### config.mk
export PLATFORM = sky130hd
export DESIGN_NAME = urh_regs
export DESIGN_NICKNAME = d
export VERILOG_FILES = /design/src/verilog/urh_pkg.sv /design/src/verilog/urh_pwr_if.sv /design/src/verilog/urh_power.sv /design/src/verilog/urh_regs.sv /design/src/verilog/urh_sync.sv
export SDC_FILE = /design/constraint.sdc
export NUM_CORES = 1
export LEC_CHECK = 0
export ABC_CLOCK_PERIOD_IN_PS = 4570
export BUFFER_PORTS_ARGS = -buffer_cell sky130_fd_sc_hd__buf_2
export CORE_MARGIN = 2
export CORE_UTILIZATION = 30
export CTS_CLUSTER_DIAMETER = 120
export DETAILED_ROUTE_END_ITERATION = 10
export PLACE_DENSITY = 0.51
export SLEW_MARGIN = 20
export SYNTH_ARGS = -nofsm -noshare
export SYNTH_HDL_FRONTEND = slang
export SYNTH_SLANG_ARGS = --single-unit
export TNS_END_PERCENT = 30
### constraint.sdc
create_clock -name core_clk -period 4.57 [get_ports core_clk]
set_input_delay 0.6855 -clock core_clk [delete_from_list [all_inputs] [get_ports core_clk]]
set_output_delay 0.6855 -clock core_clk [all_outputs]
set_load 0.01 [all_outputs]
### src/verilog/urh_pkg.sv
// root hub register constants: command codes, field positions, resets
// assumes one controller clock; no bus beyond the command-code port
package urh_pkg;

    // ==========================================================
    // command codes
    localparam logic [7:0] CMD_DESC_FIRST_RD  = 8'h12;
    localparam logic [7:0] CMD_DESC_FIRST_WR  = 8'h92;
    localparam logic [7:0] CMD_DESC_SECOND_RD = 8'h13;
    localparam logic [7:0] CMD_DESC_SECOND_WR = 8'h93;
    localparam logic [7:0] CMD_HUB_STATUS_RD  = 8'h14;
    localparam logic [7:0] CMD_HUB_STATUS_WR  = 8'h94;
    localparam logic [7:0] CMD_PORT1_RD       = 8'h15;
    localparam logic [7:0] CMD_PORT1_WR       = 8'h95;
    localparam logic [7:0] CMD_PORT2_RD       = 8'h16;
    localparam logic [7:0] CMD_PORT2_WR       = 8'h96;

    // ==========================================================
    // controller state in which status registers accept writes
    localparam logic [1:0] OPERATIONAL_STATE  = 2'h2;

    // ==========================================================
    // first descriptor field positions
    localparam int POWER_GOOD_WAIT_LSB        = 24;
    localparam int OVERCURRENT_UNSUPP_BIT     = 12;
    localparam int OVERCURRENT_PER_PORT_BIT   = 11;
    localparam int COMPOUND_DEVICE_BIT        = 10;
    localparam int ALWAYS_POWERED_BIT         = 9;
    localparam int INDIVIDUAL_SWITCH_BIT      = 8;
    localparam int PORT_COUNT_LSB             = 0;

    // second descriptor field positions
    localparam int PORT_POWER_MASK_LSB        = 16;
    localparam int DEVICE_REMOVABLE_LSB       = 0;

    // ==========================================================
    // reset values
    localparam logic [7:0] POWER_GOOD_WAIT_RST      = 8'hFF;
    localparam logic       OVERCURRENT_UNSUPP_RST   = 1'b0;
    localparam logic       INDIVIDUAL_SWITCH_RST    = 1'b1;
    localparam logic       OVERCURRENT_PER_PORT_RST = INDIVIDUAL_SWITCH_RST;
    localparam logic       ALWAYS_POWERED_RST       = 1'b0;
    localparam logic [1:0] PORT_COUNT_TWO           = 2'h2;
    localparam logic [1:0] PORT_COUNT_ONE           = 2'h1;
    localparam logic [2:0] MASK_RST                 = 3'h0;
    localparam logic [31:0] WORD_RST                = 32'h0000_0000;

    // timing: power-good unit and edges before the strap is trusted
    localparam int POWER_GOOD_UNIT_MS         = 2;
    localparam logic [1:0] STRAP_SETTLE_CYCLES = 2'h3;

endpackage

### src/verilog/urh_pwr_if.sv
// carrier between the register block and the port power switch
// assumes both ends run on the same controller clock
`timescale 1ns/100ps

interface urh_pwr_if;
    logic       always_powered;      // ports powered whenever hc is
    logic       individual_switch;   // per-port switching mode
    logic [2:0] port_power_mask;     // bit n masks port n, bit 0 spare
    logic       global_power_set;
    logic       global_power_clr;
    logic [1:0] port_power_set;
    logic [1:0] port_power_clr;
    logic [1:0] port_power;

    modport regs (
        output always_powered,
        output individual_switch,
        output port_power_mask,
        output global_power_set,
        output global_power_clr,
        output port_power_set,
        output port_power_clr,
        input  port_power
    );

    modport sw (
        input  always_powered,
        input  individual_switch,
        input  port_power_mask,
        input  global_power_set,
        input  global_power_clr,
        input  port_power_set,
        input  port_power_clr,
        output port_power
    );
endinterface

### src/verilog/urh_power.sv
// port power switch: ganged, individual and always-on modes
// assumes single-cycle command pulses from the register side
`timescale 1ns/100ps

module urh_power (
    input  wire logic core_clk,
    input  wire logic reset,
    input  wire logic clk_en,
    urh_pwr_if.sw     pwr
);
    typedef struct packed {
        logic [1:0] power;
    } urh_power_state_t;

    urh_power_state_t state;
    urh_power_state_t next_state;

    // ==========================================================
    // per-port decision; set wins over clear in the same cycle
    always_comb begin
        next_state = state;
        if (clk_en) begin
            for (int p = 0; p < 2; p++) begin
                if (pwr.always_powered) begin
                    next_state.power[p] = 1'b1;
                end else if (!pwr.individual_switch) begin
                    // ganged: any command moves every port
                    if (pwr.global_power_set || |pwr.port_power_set) begin
                        next_state.power[p] = 1'b1;
                    end else if (pwr.global_power_clr ||
                                 |pwr.port_power_clr) begin
                        next_state.power[p] = 1'b0;
                    end
                end else if (pwr.port_power_mask[p+1]) begin
                    if (pwr.port_power_set[p]) begin
                        next_state.power[p] = 1'b1;
                    end else if (pwr.port_power_clr[p]) begin
                        next_state.power[p] = 1'b0;
                    end
                end else begin
                    if (pwr.global_power_set) begin
                        next_state.power[p] = 1'b1;
                    end else if (pwr.global_power_clr) begin
                        next_state.power[p] = 1'b0;
                    end
                end
            end
        end
    end

    always_ff @(posedge core_clk or posedge reset) begin
        if (reset) begin
            state <= '0;
        end else begin
            state <= next_state;
        end
    end

    assign pwr.port_power = state.power;
endmodule

### src/verilog/urh_regs.sv
// root hub descriptor, hub status and port status register bank
// assumes command-code strobes on core_clk from the host interface,
// and pins (strap, overcurrent) arriving asynchronously
`timescale 1ns/100ps

module urh_regs (
    // clocking
    input  wire logic        core_clk,
    input  wire logic        reset,
    input  wire logic        clk_en,
    // register port
    input  wire logic        cmd_valid,
    input  wire logic [7:0]  cmd_code,
    input  wire logic [31:0] wr_data,
    output      logic [31:0] rd_data,
    output      logic        rd_valid,
    // state and pins
    input  wire logic [1:0]  hc_state,
    input  wire logic        port_count_strap,
    input  wire logic [1:0]  overcurrent_pin,
    // power commands
    input  wire logic        global_power_set,
    input  wire logic        global_power_clr,
    input  wire logic [1:0]  port_power_set,
    input  wire logic [1:0]  port_power_clr,
    // results
    output      logic [1:0]  port_power,
    output      logic [1:0]  overcurrent_status,
    output      logic [7:0]  power_good_wait_units
);
    import urh_pkg::*;

    // ==========================================================
    // state
    typedef struct packed {
        logic [7:0]  power_good_wait;
        logic        overcurrent_unsupported;
        logic        overcurrent_report_per_port;
        logic        ports_always_powered;
        logic        individual_power_switching;
        logic [1:0]  downstream_port_count;

        logic [1:0]  strap_wait;
        logic        strap_taken;

        logic [2:0]  port_power_mask;
        logic [2:0]  device_removable;

        logic [31:0] hub_status;
        logic [31:0] port_status_1;
        logic [31:0] port_status_2;

        logic [31:0] rd_data;
        logic        rd_valid;
        logic [1:0]  oc_status;
    } urh_regs_state_t;

    urh_regs_state_t state;
    urh_regs_state_t next_state;

    logic [0:0] strap_sync;
    logic [1:0] oc_sync;

    // ==========================================================
    // word images of the descriptors
    function automatic logic [31:0] first_word(urh_regs_state_t s);
        logic [31:0] w;

        w = WORD_RST;
        w[POWER_GOOD_WAIT_LSB +: 8]     = s.power_good_wait;
        w[OVERCURRENT_UNSUPP_BIT]       = s.overcurrent_unsupported;
        w[OVERCURRENT_PER_PORT_BIT]     = s.overcurrent_report_per_port;
        w[COMPOUND_DEVICE_BIT]          = 1'b0;
        w[ALWAYS_POWERED_BIT]           = s.ports_always_powered;
        w[INDIVIDUAL_SWITCH_BIT]        = s.individual_power_switching;
        w[PORT_COUNT_LSB +: 2]          = s.downstream_port_count;
        return w;
    endfunction

    function automatic logic [31:0] second_word(urh_regs_state_t s);
        logic [31:0] w;

        w = WORD_RST;
        w[PORT_POWER_MASK_LSB +: 3]  = {s.port_power_mask[2:1], 1'b0};
        w[DEVICE_REMOVABLE_LSB +: 3] = {s.device_removable[2:1], 1'b0};
        return w;
    endfunction

    // ==========================================================
    // pin synchronisers; strap sync idles low while held in reset
    urh_sync #(.WIDTH(1)) u_strap_sync (
        .core_clk  (core_clk),
        .reset     (reset),
        .clk_en    (clk_en),
        .pin_in    (port_count_strap),
        .rst_level (1'b0),
        .level_out (strap_sync)
    );

    urh_sync #(.WIDTH(2)) u_oc_sync (
        .core_clk  (core_clk),
        .reset     (reset),
        .clk_en    (clk_en),
        .pin_in    (overcurrent_pin),
        .rst_level (2'h0),
        .level_out (oc_sync)
    );

    // ==========================================================
    // port power switch
    // switch modes come from the registered descriptors
    urh_pwr_if pwr ();

    assign pwr.always_powered    = state.ports_always_powered;
    assign pwr.individual_switch = state.individual_power_switching;
    assign pwr.port_power_mask   = state.port_power_mask;
    assign pwr.global_power_set  = global_power_set;
    assign pwr.global_power_clr  = global_power_clr;
    assign pwr.port_power_set    = port_power_set;
    assign pwr.port_power_clr    = port_power_clr;

    urh_power u_power (
        .core_clk (core_clk),
        .reset    (reset),
        .clk_en   (clk_en),
        .pwr      (pwr.sw)
    );

    // ==========================================================
    // command decode, strap capture and overcurrent reporting
    always_comb begin
        logic operational;
        logic two_ports;

        operational = (hc_state == OPERATIONAL_STATE);
        two_ports   = (state.downstream_port_count == PORT_COUNT_TWO);
        next_state  = state;

        if (clk_en) begin
            // read answer is a one-cycle pulse unless a read lands
            next_state.rd_valid = 1'b0;

            // strap is trusted once the synchroniser has filled
            // captured once; later strap moves are not followed
            if (!state.strap_taken) begin
                if (state.strap_wait == STRAP_SETTLE_CYCLES) begin
                    next_state.strap_taken = 1'b1;
                    next_state.downstream_port_count =
                        strap_sync[0] ? PORT_COUNT_TWO : PORT_COUNT_ONE;
                end else begin
                    next_state.strap_wait = state.strap_wait + 2'h1;
                end
            end

            // overcurrent: none, collective or per port
            // pins pass two flops, so status trails them by three edges
            if (state.overcurrent_unsupported) begin
                next_state.oc_status = 2'h0;
            end else if (!state.overcurrent_report_per_port) begin
                next_state.oc_status = {2{|oc_sync}};
            end else begin
                next_state.oc_status = oc_sync;
            end

            if (!two_ports) begin
                next_state.oc_status[1] = 1'b0;
            end

            if (cmd_valid) begin
                // reads return the full double word; descriptor writes keep only their fields
                case (cmd_code)
                    CMD_DESC_FIRST_RD: begin
                        next_state.rd_data  = first_word(state);
                        next_state.rd_valid = 1'b1;
                    end

                    CMD_DESC_FIRST_WR: begin
                        next_state.power_good_wait =
                            wr_data[POWER_GOOD_WAIT_LSB +: 8];

                        next_state.overcurrent_unsupported =
                            wr_data[OVERCURRENT_UNSUPP_BIT];

                        next_state.overcurrent_report_per_port =
                            wr_data[OVERCURRENT_PER_PORT_BIT];

                        next_state.ports_always_powered =
                            wr_data[ALWAYS_POWERED_BIT];

                        next_state.individual_power_switching =
                            wr_data[INDIVIDUAL_SWITCH_BIT];
                    end

                    CMD_DESC_SECOND_RD: begin
                        next_state.rd_data  = second_word(state);
                        next_state.rd_valid = 1'b1;
                    end

                    CMD_DESC_SECOND_WR: begin
                        // bit 0 of both fields is spare and stays zero
                        next_state.port_power_mask = {
                            wr_data[PORT_POWER_MASK_LSB + 2],
                            wr_data[PORT_POWER_MASK_LSB + 1],
                            1'b0};

                        next_state.device_removable = {
                            wr_data[DEVICE_REMOVABLE_LSB + 2],
                            wr_data[DEVICE_REMOVABLE_LSB + 1],
                            1'b0};
                    end

                    CMD_HUB_STATUS_RD: begin
                        next_state.rd_data  = state.hub_status;
                        next_state.rd_valid = 1'b1;
                    end

                    CMD_HUB_STATUS_WR: begin
                        // status words are stored as opaque words
                        if (operational) begin
                            next_state.hub_status = wr_data;
                        end
                    end

                    CMD_PORT1_RD: begin
                        next_state.rd_data  = state.port_status_1;
                        next_state.rd_valid = 1'b1;
                    end

                    CMD_PORT1_WR: begin
                        if (operational) begin
                            next_state.port_status_1 = wr_data;
                        end
                    end

                    CMD_PORT2_RD: begin
                        // port 2 exists only when two are reported
                        next_state.rd_data  =
                            two_ports ? state.port_status_2 : WORD_RST;
                        next_state.rd_valid = 1'b1;
                    end

                    CMD_PORT2_WR: begin
                        // a one-port hub has no second status word
                        if (operational && two_ports) begin
                            next_state.port_status_2 = wr_data;
                        end
                    end

                    default: begin
                        // unknown codes are ignored, nothing answers
                    end
                endcase
            end
        end
    end

    // ==========================================================
    // registers; overcurrent mode resets to the switching mode
    // reset loads constants only; the port count waits for the strap
    always_ff @(posedge core_clk or posedge reset) begin
        if (reset) begin
            state                             <= '0;
            state.power_good_wait             <= POWER_GOOD_WAIT_RST;
            state.overcurrent_unsupported     <= OVERCURRENT_UNSUPP_RST;
            state.overcurrent_report_per_port <=
                OVERCURRENT_PER_PORT_RST;
            state.ports_always_powered        <= ALWAYS_POWERED_RST;
            state.individual_power_switching  <= INDIVIDUAL_SWITCH_RST;
            state.downstream_port_count       <= PORT_COUNT_TWO;
            state.port_power_mask             <= MASK_RST;
        end else begin
            state <= next_state;
        end
    end

    // ==========================================================
    // outputs
    // every data output is a flip-flop, no logic after the state
    assign rd_data               = state.rd_data;
    assign rd_valid              = state.rd_valid;
    assign overcurrent_status    = state.oc_status;
    assign power_good_wait_units = state.power_good_wait;
    assign port_power            = pwr.port_power;
endmodule

### src/verilog/urh_sync.sv
// two-flop synchroniser for pin levels
// assumes pins are asynchronous to core_clk
`timescale 1ns/100ps

module urh_sync #(
    parameter int WIDTH = 1
) (
    input  wire logic             core_clk,
    input  wire logic             reset,
    input  wire logic             clk_en,
    input  wire logic [WIDTH-1:0] pin_in,
    input  wire logic [WIDTH-1:0] rst_level,
    output      logic [WIDTH-1:0] level_out
);
    typedef struct packed {
        logic [WIDTH-1:0] meta;
        logic [WIDTH-1:0] stable;
    } urh_sync_state_t;

    urh_sync_state_t state;
    urh_sync_state_t next_state;

    // ==========================================================
    // first stage feeds only the second stage
    always_comb begin
        next_state = state;
        if (clk_en) begin
            next_state.meta   = pin_in;
            next_state.stable = state.meta;
        end
    end

    // reset takes a constant only; rst_level must be tied off
    always_ff @(posedge core_clk or posedge reset) begin
        if (reset) begin
            state <= '0;
        end else begin
            state <= next_state;
        end
    end

    assign level_out = state.stable ^ rst_level ^ rst_level;
endmodule
# [Word-level counts from Yosys, hierarchy flattened]
# Cells that the tools add are included.
[totals] register_bits=160 latch_bits=0 mem_bits_rw=0 romBits=0 input_bits=55 output_inout_bits=45 elab_cells=83 memories=0
[op_classes] add_sub_neg=1 n_mul=0 div=0 order_cmp=0 eq_ne=17 n_shift=0 mux=23 n_bitwise=2 reduce_logical=18
[ops] operator="33-bit one-hot mux with 5 select lines" n=1
[ops] operator="8-bit by 5-bit equality test with 1-bit output (second input constant)" n=5
[ops] operator="8-bit equality test (second input constant)" n=5
[ops] operator="32-bit two-way mux" n=1
[ops] operator="5-bit by 4-bit inequality test with 1-bit output (second input constant)" n=4
[ops] operator="4-bit AND reduction" n=5
[ops] operator="1-bit two-way mux" n=18
[ops] operator="3-bit AND reduction" n=5
[ops] operator="2-bit equality test (second input constant)" n=3
[ops] operator="2-bit two-way mux" n=3
[ops] operator="2-bit OR reduction" n=3
[ops] operator="5-bit nonzero test" n=1
[ops] operator="4-bit nonzero test" n=1
[ops] operator="2-bit by 1-bit adder with 2-bit output (second input constant)" n=1
[ops] operator="1-bit logical OR" n=2
[ops] operator="1-bit NOT" n=2
[ops] operator="1-bit logical AND" n=1

# [Logic depth before layout (Yosys ltp)]
# Gate-level depths: netlist of the first run.
[logic_depth] depth_word=6 ltp_mapped=7 ltp_nobuf=4

# [By module]
# A second synthesis of the first run with hierarchy kept.
[unflattened] cells_unflattened=556 area_unflattened_um2=7330.8
[by_module_without_submodules] mod="urh_regs" n_inst=1 cells_per_inst=511 area_each_um2=6889.1 seq_area_each_um2=3817.4
[by_module_without_submodules] mod="urh_power" n_inst=1 cells_per_inst=28 area_each_um2=205.2 seq_area_each_um2=50.0
[by_module_without_submodules] mod="urh_sync (u_oc_sync)" n_inst=1 cells_per_inst=11 area_each_um2=156.4 seq_area_each_um2=100.1
[by_module_without_submodules] mod="urh_sync (u_strap_sync)" n_inst=1 cells_per_inst=6 area_each_um2=80.1 seq_area_each_um2=50.0

# [Least setup slack after synthesis of the first run]
# Ideal clock, no wire load.
[synth_path] path_kind="input-to-reg" start="input port cmd_code[5]" end="register state[119] in the netlist's numbering" setup_ns=0.125 t_arrival_ns=2.489 t_required_ns=4.445 slack_ns=1.956 path_stages=5 path_buffers=1 cell_sequence="or3b_1 or4_4 nor4_4 buf_6 mux2_2"
[synth_via] elab_chain_cells=2
[synth_rtl] item="start, declared" line_no="urh_regs.sv:13" source="input wire logic [7:0] cmd_code,"
[synth_rtl] item="8-bit equality test" line_no="urh_regs.sv:171" source="case (cmd_code)"
[synth_rtl] item="4-bit AND reduction (no source line)"
[synth_rtl] item="end signal, assigned" line_no="urh_regs.sv:272" source="state <= next_state;"
[synth_rtl] item="end, declared" line_no="urh_regs.sv:58" source="urh_regs_state_t state;"
# Every way passes these cells.
# A chain may end at the register's enable or synchronous reset.

# [Worst setup path in the final report of the first run]
[layout_path] start="input port cmd_code[0]" end="register state[56] in the netlist's numbering"
# The elaborated chain is that of the path after synthesis.

==> run_results.csv, run 1 <==
group,metric,value,unit
routing,drt_iter0_drc,246,
clocking,numClockSinks,160,
place,dp_hpwl,11600,um
setup_path,critPathRequiredTime,4.87,ns
cells_and_area,fin_nets,681,
floorplanning,fp.coreArea,24110,um^2
setup_path,ff2ff_setup_slack,2.12,ns
yosys,ys_seq_area_share,55.15,%
setup_path,worstSetupPathType,"input pin to flip-flop",
yosys,synth_top_area_share,51.19,%
floorplanning,start_util,30.22,%
yosys,ys_types,49,
cells_and_area,multi_input_area,2790,um^2
place,port_buffers,99,
yosys,ys_async_sr_fraction,100.0,%
timing,worst_pin_slew,1.010,ns
grt,grt_pass1_vias,4966,
grt,antenna_found_initial,3,
power_and_ir_drop,power.density,399.5,nW/um^2
clocking,cts_setup_buffers,0,
power_and_ir_drop,total_leakage_power,0.003988,uW
job,cap_violations,0,
yosys,yosysTopAreaCell,"dfrtp_1",
setup_path,endpoint_kind,"flip-flop",
clocking,clock-root-buffer,"clkbuf_16",
timing,fin_crit,3.002,ns
routing,antenna_violating_nets_post_route,0,
cells_and_area,seq_area,4018,um^2
timing,slew_violations,0,
cells_and_area,layout_common_cells,"149 x dfrtp_1, 132 x mux2_2, 99 x buf_2, 37 x nor2_1, 27 x a22oi_1",
yosys,syn_inst,569,
yosys,synth-edff-count,0,
yosys,synth_ff_type,"dfrtp_1",
timing,slew_headroom,32.64,%
floorplanning,die_x,159.8,um
cells_and_area,nFillCells,2410,
setup_path,r2r_cells,6,
timing,max_freq,333.2,MHz
routing,drcViolationCount,0,
setup_path,crit_path_end,"state[56]",
setup_path,arrival,3.30,ns
routing,routed_wl,17040,um
yosys,synth_fp_nets,625,
power_and_ir_drop,vdd_drop_max,0.2285,mV
place,globalplace.congestion,0.7710,
place,dpl.cell_count,930,
routing,num_vias,4586,
clocking,hold_buffers,0,
floorplanning,io_pins,100,
timing,finClkSkew,0.01168,ns
routing,vias_per_cell,4.762,
cells_and_area,final_cells,963,
floorplanning,rows,57,
timing,hold_viol_final,0,
floorplanning,die_area,25540,um^2
setup_path,r2r-start,"state[141]",
timing,period_share,65.68,%
yosys,synth_area_leaders,"dfrtp_1 51%, mux2_2 20%, buf_4 4.9%",
grt,grt_max_degree,161,
clocking,cts_buffers,17,
clocking,path_clk_slew,0.06,ns
routing,drt_pass1_iterations,4,
yosys,netlist_area,7284,um^2
setup_path,r2r-end,"state[56]",
cells_and_area,final_common_cell,"dfrtp_1",
yosys,syn_area_per_cell,12.80,um^2
hold_path,hp-class,"input pin to async pin",
floorplanning,die-height,159.8,um
setup_path,startpoint,"cmd_code[0]",
outcome,status,"finished, final reports clean",
setup_path,startpoint_type,"input pin",
grt,grt_usage,14.00,%
clocking,clk-insertion-delay-late,0.43,ns
place,dpl_cell_area,7823,um^2
cells_and_area,layout-drive-gt1-share,46.08,%
clocking,cts_resized,0,
clocking,h-tree-depth,4,
clocking,clk_path_buf_depth,2,
clocking,cts_tree,"yes",
cells_and_area,area_growth,15.99,%
yosys,ys_warn_count,0,
timing,setup_viol,0,
yosys,synth-seq-cells,160,
cells_and_area,final_design_area_no_fill,8449,um^2
grt,grt_pass1_wl,27700,um
routing,wire_per_inst,17.69,um
setup_path,critPathMaxFanout,32,
grt,grt-ovfl-total,0,
timing,rsz0062_at_grt,"false",
timing,setup-tns-final,0,ns
==> routing by layer <==
| metal | part of all wire, % | track usage (%) | up-vias |
|---|---|---|---|
| met1 | 45 | 17.93 | 2326 |
| met4 | 1.3 | 4.218 | 4 |
| li1 | - | - | 2140 |
| met3 | 5.0 | 4.208 | 21 |
| met5 | 0.14 | 0 | - |
| met2 | 49 | 22.92 | 95 |
==> area by class of cell <==
type	instances	area share (%)
Sequential cell	160	47.55
Multi-Input combinational cell	332	33.02
Timing Repair Buffer	110	6.989
Clock inverter	10	1.895
Clock buffer	22	5.494
Inverter	4	0.2221
Antenna cell	1	0.02962
Tap cell	324	4.798
==> cells by family after synthesis <==
kind of cell | synth area share (%)
and+or+nand+nor | 7.231
xor gates and xnor gates | 0.1203
buffers and inverters | 6.888
muxes | 21.83
DFF | 55.15
AOI/OAI and AO/OA | 8.606
adders and majority gates | 0.1717
==> power breakdown <==
| group | switching, uW | internal (uW) | total [uW] |
|---|---|---|---|
| sequential | 59.4 | 1510 | 1570 |
| clock | 563 | 943 | 1510 |
| combinational | 173 | 130 | 303 |
| total | 795 | 2580 | 3380 |
==> synth_stat cells, drive strengths merged (2+ instances only) <==
| master | instances |
|---|---|
| dfrtp | 149 |
| mux2 | 135 |
| buf | 61 |
| nor2 | 38 |
| a22oi | 27 |
| a21oi | 24 |
| a31oi | 13 |
| nor3 | 13 |
| clkbuf | 12 |
| nand2 | 12 |
| dfstp | 11 |
| a22o | 8 |
| mux2i | 7 |
| a21o | 4 |
| inv | 4 |
| nor2b | 4 |
| nor3b | 4 |
| nor4 | 4 |
| nor4b | 4 |
| o21ai | 4 |
| a221oi | 3 |
| a2bb2oi | 3 |
| nand2b | 3 |
| or4 | 3 |
| a32oi | 2 |
| nand3 | 2 |
| nand3b | 2 |
==> worst max-delay path, cell delays in order <==
cell and delay [ns]:
buf_2 0.37, nor2_1 0.62, and2_1 0.23, buf_4 0.27, nor2b_4 0.30, buf_4 0.41, mux2_2 0.39
==> stage by stage <==
| stage | setup WS (ns) | util, % | total power [uW] | hold WS [ns] |
|---|---|---|---|---|
| 6_report | 1.568 | 35.05 | 3375 | 0.4078 |
| 2_1_floorplan | 1.865 | - | 1822 | 0.4416 |
| 5_1_grt | 1.416 | 35.04 | 3529 | 0.4635 |
| 3_3_place_gp | 1.168 | 32.43 | 1894 | 0.4639 |
| 3_5_place_dp | 1.090 | 32.45 | 1904 | 0.4648 |
| 4_1_cts | 1.549 | 35.04 | 3422 | 0.4679 |
==> flip-flops by register name, indices dropped and copies added, names as in the netlist <==
| name | cells |
|---|---|
| power_good_wait_units | 8 |
| rd_data | 32 |
| pwr.individual_switch | 1 |
| overcurrent_status | 2 |
| pwr.always_powered | 1 |
| u_oc_sync.state | 4 |
| pwr.port_power_mask | 2 |
| rd_valid | 1 |
| u_strap_sync.state | 2 |
| u_power.pwr.port_power | 2 |
| state | 105 |
==> worst min-delay path by stage <==
| stage | startpoint | to | slack [ns] | cells past startpoint |
|---|---|---|---|---|
| 5_1_grt | overcurrent_pin[0] | u_oc_sync.state[2] | 0.46 | 2 |
| 3_5_place_dp | rd_valid | rd_valid | 0.46 | 1 |
| 4_1_cts | port_count_strap | u_strap_sync.state[1] | 0.47 | 2 |
| 3_3_place_gp | state[87] | state[87] | 0.46 | 1 |
| 6_report | reset | state[59] | 0.41 | 3 |
| 2_1_floorplan | u_strap_sync.state[0] | state[140] | 0.44 | 1 |
No activity file was read; power rests on OpenSTA's default activity.
==> run 2: changes to the inputs <==
--- a/config.mk
+++ b/config.mk
@@ -5,13 +5,13 @@
 export SDC_FILE = /design/constraint.sdc
 export NUM_CORES = 1
 export LEC_CHECK = 0
-export ABC_CLOCK_PERIOD_IN_PS = 4570
+export ABC_CLOCK_PERIOD_IN_PS = 2900
 export BUFFER_PORTS_ARGS = -buffer_cell sky130_fd_sc_hd__buf_2
 export CORE_MARGIN = 2
 export CORE_UTILIZATION = 30
 export CTS_CLUSTER_DIAMETER = 120
 export DETAILED_ROUTE_END_ITERATION = 10
-export PLACE_DENSITY = 0.51
+export PLACE_DENSITY = 0.49
 export SLEW_MARGIN = 20
 export SYNTH_ARGS = -nofsm -noshare
 export SYNTH_HDL_FRONTEND = slang
==> constraint.sdc (replaced) <==
create_clock -name core_clk -period 2.9 [get_ports core_clk]
set_input_delay 0.435 -clock core_clk [delete_from_list [all_inputs] [get_ports core_clk]]
set_output_delay 0.435 -clock core_clk [all_outputs]
set_load 0.01 [all_outputs]
==> run 2 against run 1 <==
Compared with the run above: sequential share of layout area fell by 0.79 points; utilization increased by 0.59 points; wire length grew 5.1%; die area unchanged; critical path depth down 1; clock power increased by 52%.
==> run_results.csv, run 2 (synthesis gave the netlist of run 1 again) <==
group,metric,value,unit
grt,grt_max_degree,62,
clocking,h-tree-depth,4,
floorplanning,die_x,159.8,um
cells_and_area,largest_reg_flops,105,
power_and_ir_drop,vdd_drop_max,0.2447,mV
cells_and_area,layout-drive-gt1-share,47.18,%
power_and_ir_drop,power.density,612.5,nW/um^2
hold_path,hold_end,"u_strap_sync.state[1]",
cells_and_area,regMostFlops,"state",
outcome,status,"finished, final reports clean",
floorplanning,rows,57,
setup_path,startpoint_type,"input pin",
setup_path,arrival,2.45,ns
timing,fin_crit,2.150,ns
routing,drcViolationCount,0,
floorplanning,io_pins,100,
routing,vias_per_cell,4.857,
setup_path,r2r_cells,5,
timing,hold_viol_final,0,
power_and_ir_drop,total_leakage_power,0.004083,uW
place,dp_hpwl,12840,um
setup_path,worstSetupPathType,"input pin to flip-flop",
timing,setup-tns-final,0,ns
setup_path,endpoint_kind,"flip-flop",
clocking,clock-root-buffer,"clkbuf_16",
floorplanning,start_util,30.22,%
place,dpl_cell_area,7971,um^2
floorplanning,die-height,159.8,um
hold_path,min-delay-start,"port_count_strap",
timing,finClkSkew,0.005833,ns
clocking,clk-insertion-delay-late,0.42,ns
timing,worst_pin_slew,0.5556,ns
timing,slew_violations,0,
grt,grt_pass1_vias,5211,
timing,period_share,74.13,%
clocking,clk_path_buf_depth,2,
job,cap_violations,0,
timing,setup_viol,0,
clocking,numClockSinks,160,
grt,grt_pass1_wl,29210,um
cells_and_area,area_growth,17.95,%
place,port_buffers,99,
cells_and_area,final_common_cell,"dfrtp_1",
timing,timing.hold.ws,0.2504,ns
cells_and_area,nFillCells,2432,
grt,antenna_found_initial,5,
routing,drt_pass1_iterations,4,
setup_path,critPathRequiredTime,3.20,ns
setup_path,r2r-end,"state[39]",
hold_path,whs_path_depth,2,
place,globalplace.congestion,0.7191,
routing,antenna_violating_nets_post_route,0,
clocking,path_clk_slew,0.06,ns
clocking,cts_buffers,17,
cells_and_area,final_design_area_no_fill,8592,um^2
routing,wire_per_inst,18.23,um
grt,grt-ovfl-total,0,
setup_path,r2r-start,"state[141]",
setup_path,critPathMaxFanout,18,
hold_path,hp-class,"input pin to flip-flop",
clocking,cts_tree,"yes",
cells_and_area,fin_nets,700,
floorplanning,fp.coreArea,24110,um^2
timing,slew_headroom,62.96,%
clocking,cts_resized,0,
timing,max_freq,465.2,MHz
routing,num_vias,4770,
setup_path,ff2ff_setup_slack,0.98,ns
floorplanning,die_area,25540,um^2
routing,drt_iter0_drc,256,
timing,rsz0062_at_grt,"false",
routing,routed_wl,17910,um
cells_and_area,layout_common_cells,"149 x dfrtp_1, 132 x mux2_2, 99 x buf_2, 38 x nor2_1, 27 x a22oi_1",
grt,grt_usage,14.65,%
-- run 2: layer usage --
| layer | vias up | routed length (um) | track usage, % |
|---|---|---|---|
| met2 | 86 | 8858 | 24.70 |
| met4 | 8 | 206 | 3.972 |
| met5 | - | 49 | 0 |
| met1 | 2474 | 7978 | 18.34 |
| li1 | 2181 | - | - |
| met3 | 21 | 813 | 4.416 |
-- run 2: worst max path at each step --
stage	startpoint	to	slack, ns	depth (start not counted)
6_report	cmd_code[5]	state[114]	0.75	6
5_1_grt	cmd_code[5]	state[114]	0.69	6
4_1_cts	cmd_code[5]	state[105]	0.76	6
3_5_place_dp	cmd_code[5]	state[108]	0.30	6
3_3_place_gp	cmd_code[5]	state[121]	0.32	6
2_1_floorplan	reset	overcurrent_status[0]	0.45	1
-- run 2: per-stage QoR --
step	util, %	setup WS (ns)	std cells	power (uW)
after global placement	33.07	0.3226	948	3003
after CTS	35.63	0.7560	981	5344
after global routing	35.64	0.6872	982	5497
after detailed placement	33.07	0.3029	948	3018
final	35.64	0.7502	982	5262
after floorplan	-	0.4451	569	2871
-- run 2: layout make-up --
class	instances	area [um^2]	share of cell area [%]
antenna	1	2.502	0.02912
clock buffer	22	474.2	5.519
clock inverter	10	133.9	1.558
inverter	4	18.77	0.2184
multi-input combinational	332	2779	32.34
sequential	160	4018	46.76
tap	324	405.4	4.718
timing repair buffer	129	760.7	8.854
-- run 2: what timing repair did --
item / in CTS / in global routing
hold buffers: 1 / 0
setup buffers: 0 / 0
endpoints found under the hold margin: 12 / 0
-- run 2: report_power, final --
part	internal [uW]	switching, uW
Clock	1420	875
Combinational	215	280
Sequential	2380	96.5
-- run 2: worst max-delay path, stage by stage --
cell,delay (ns)
buf_2,0.10
or3b_1,0.39
or4_4,0.57
nor4_4,0.25
buf_4,0.33
mux2_2,0.37
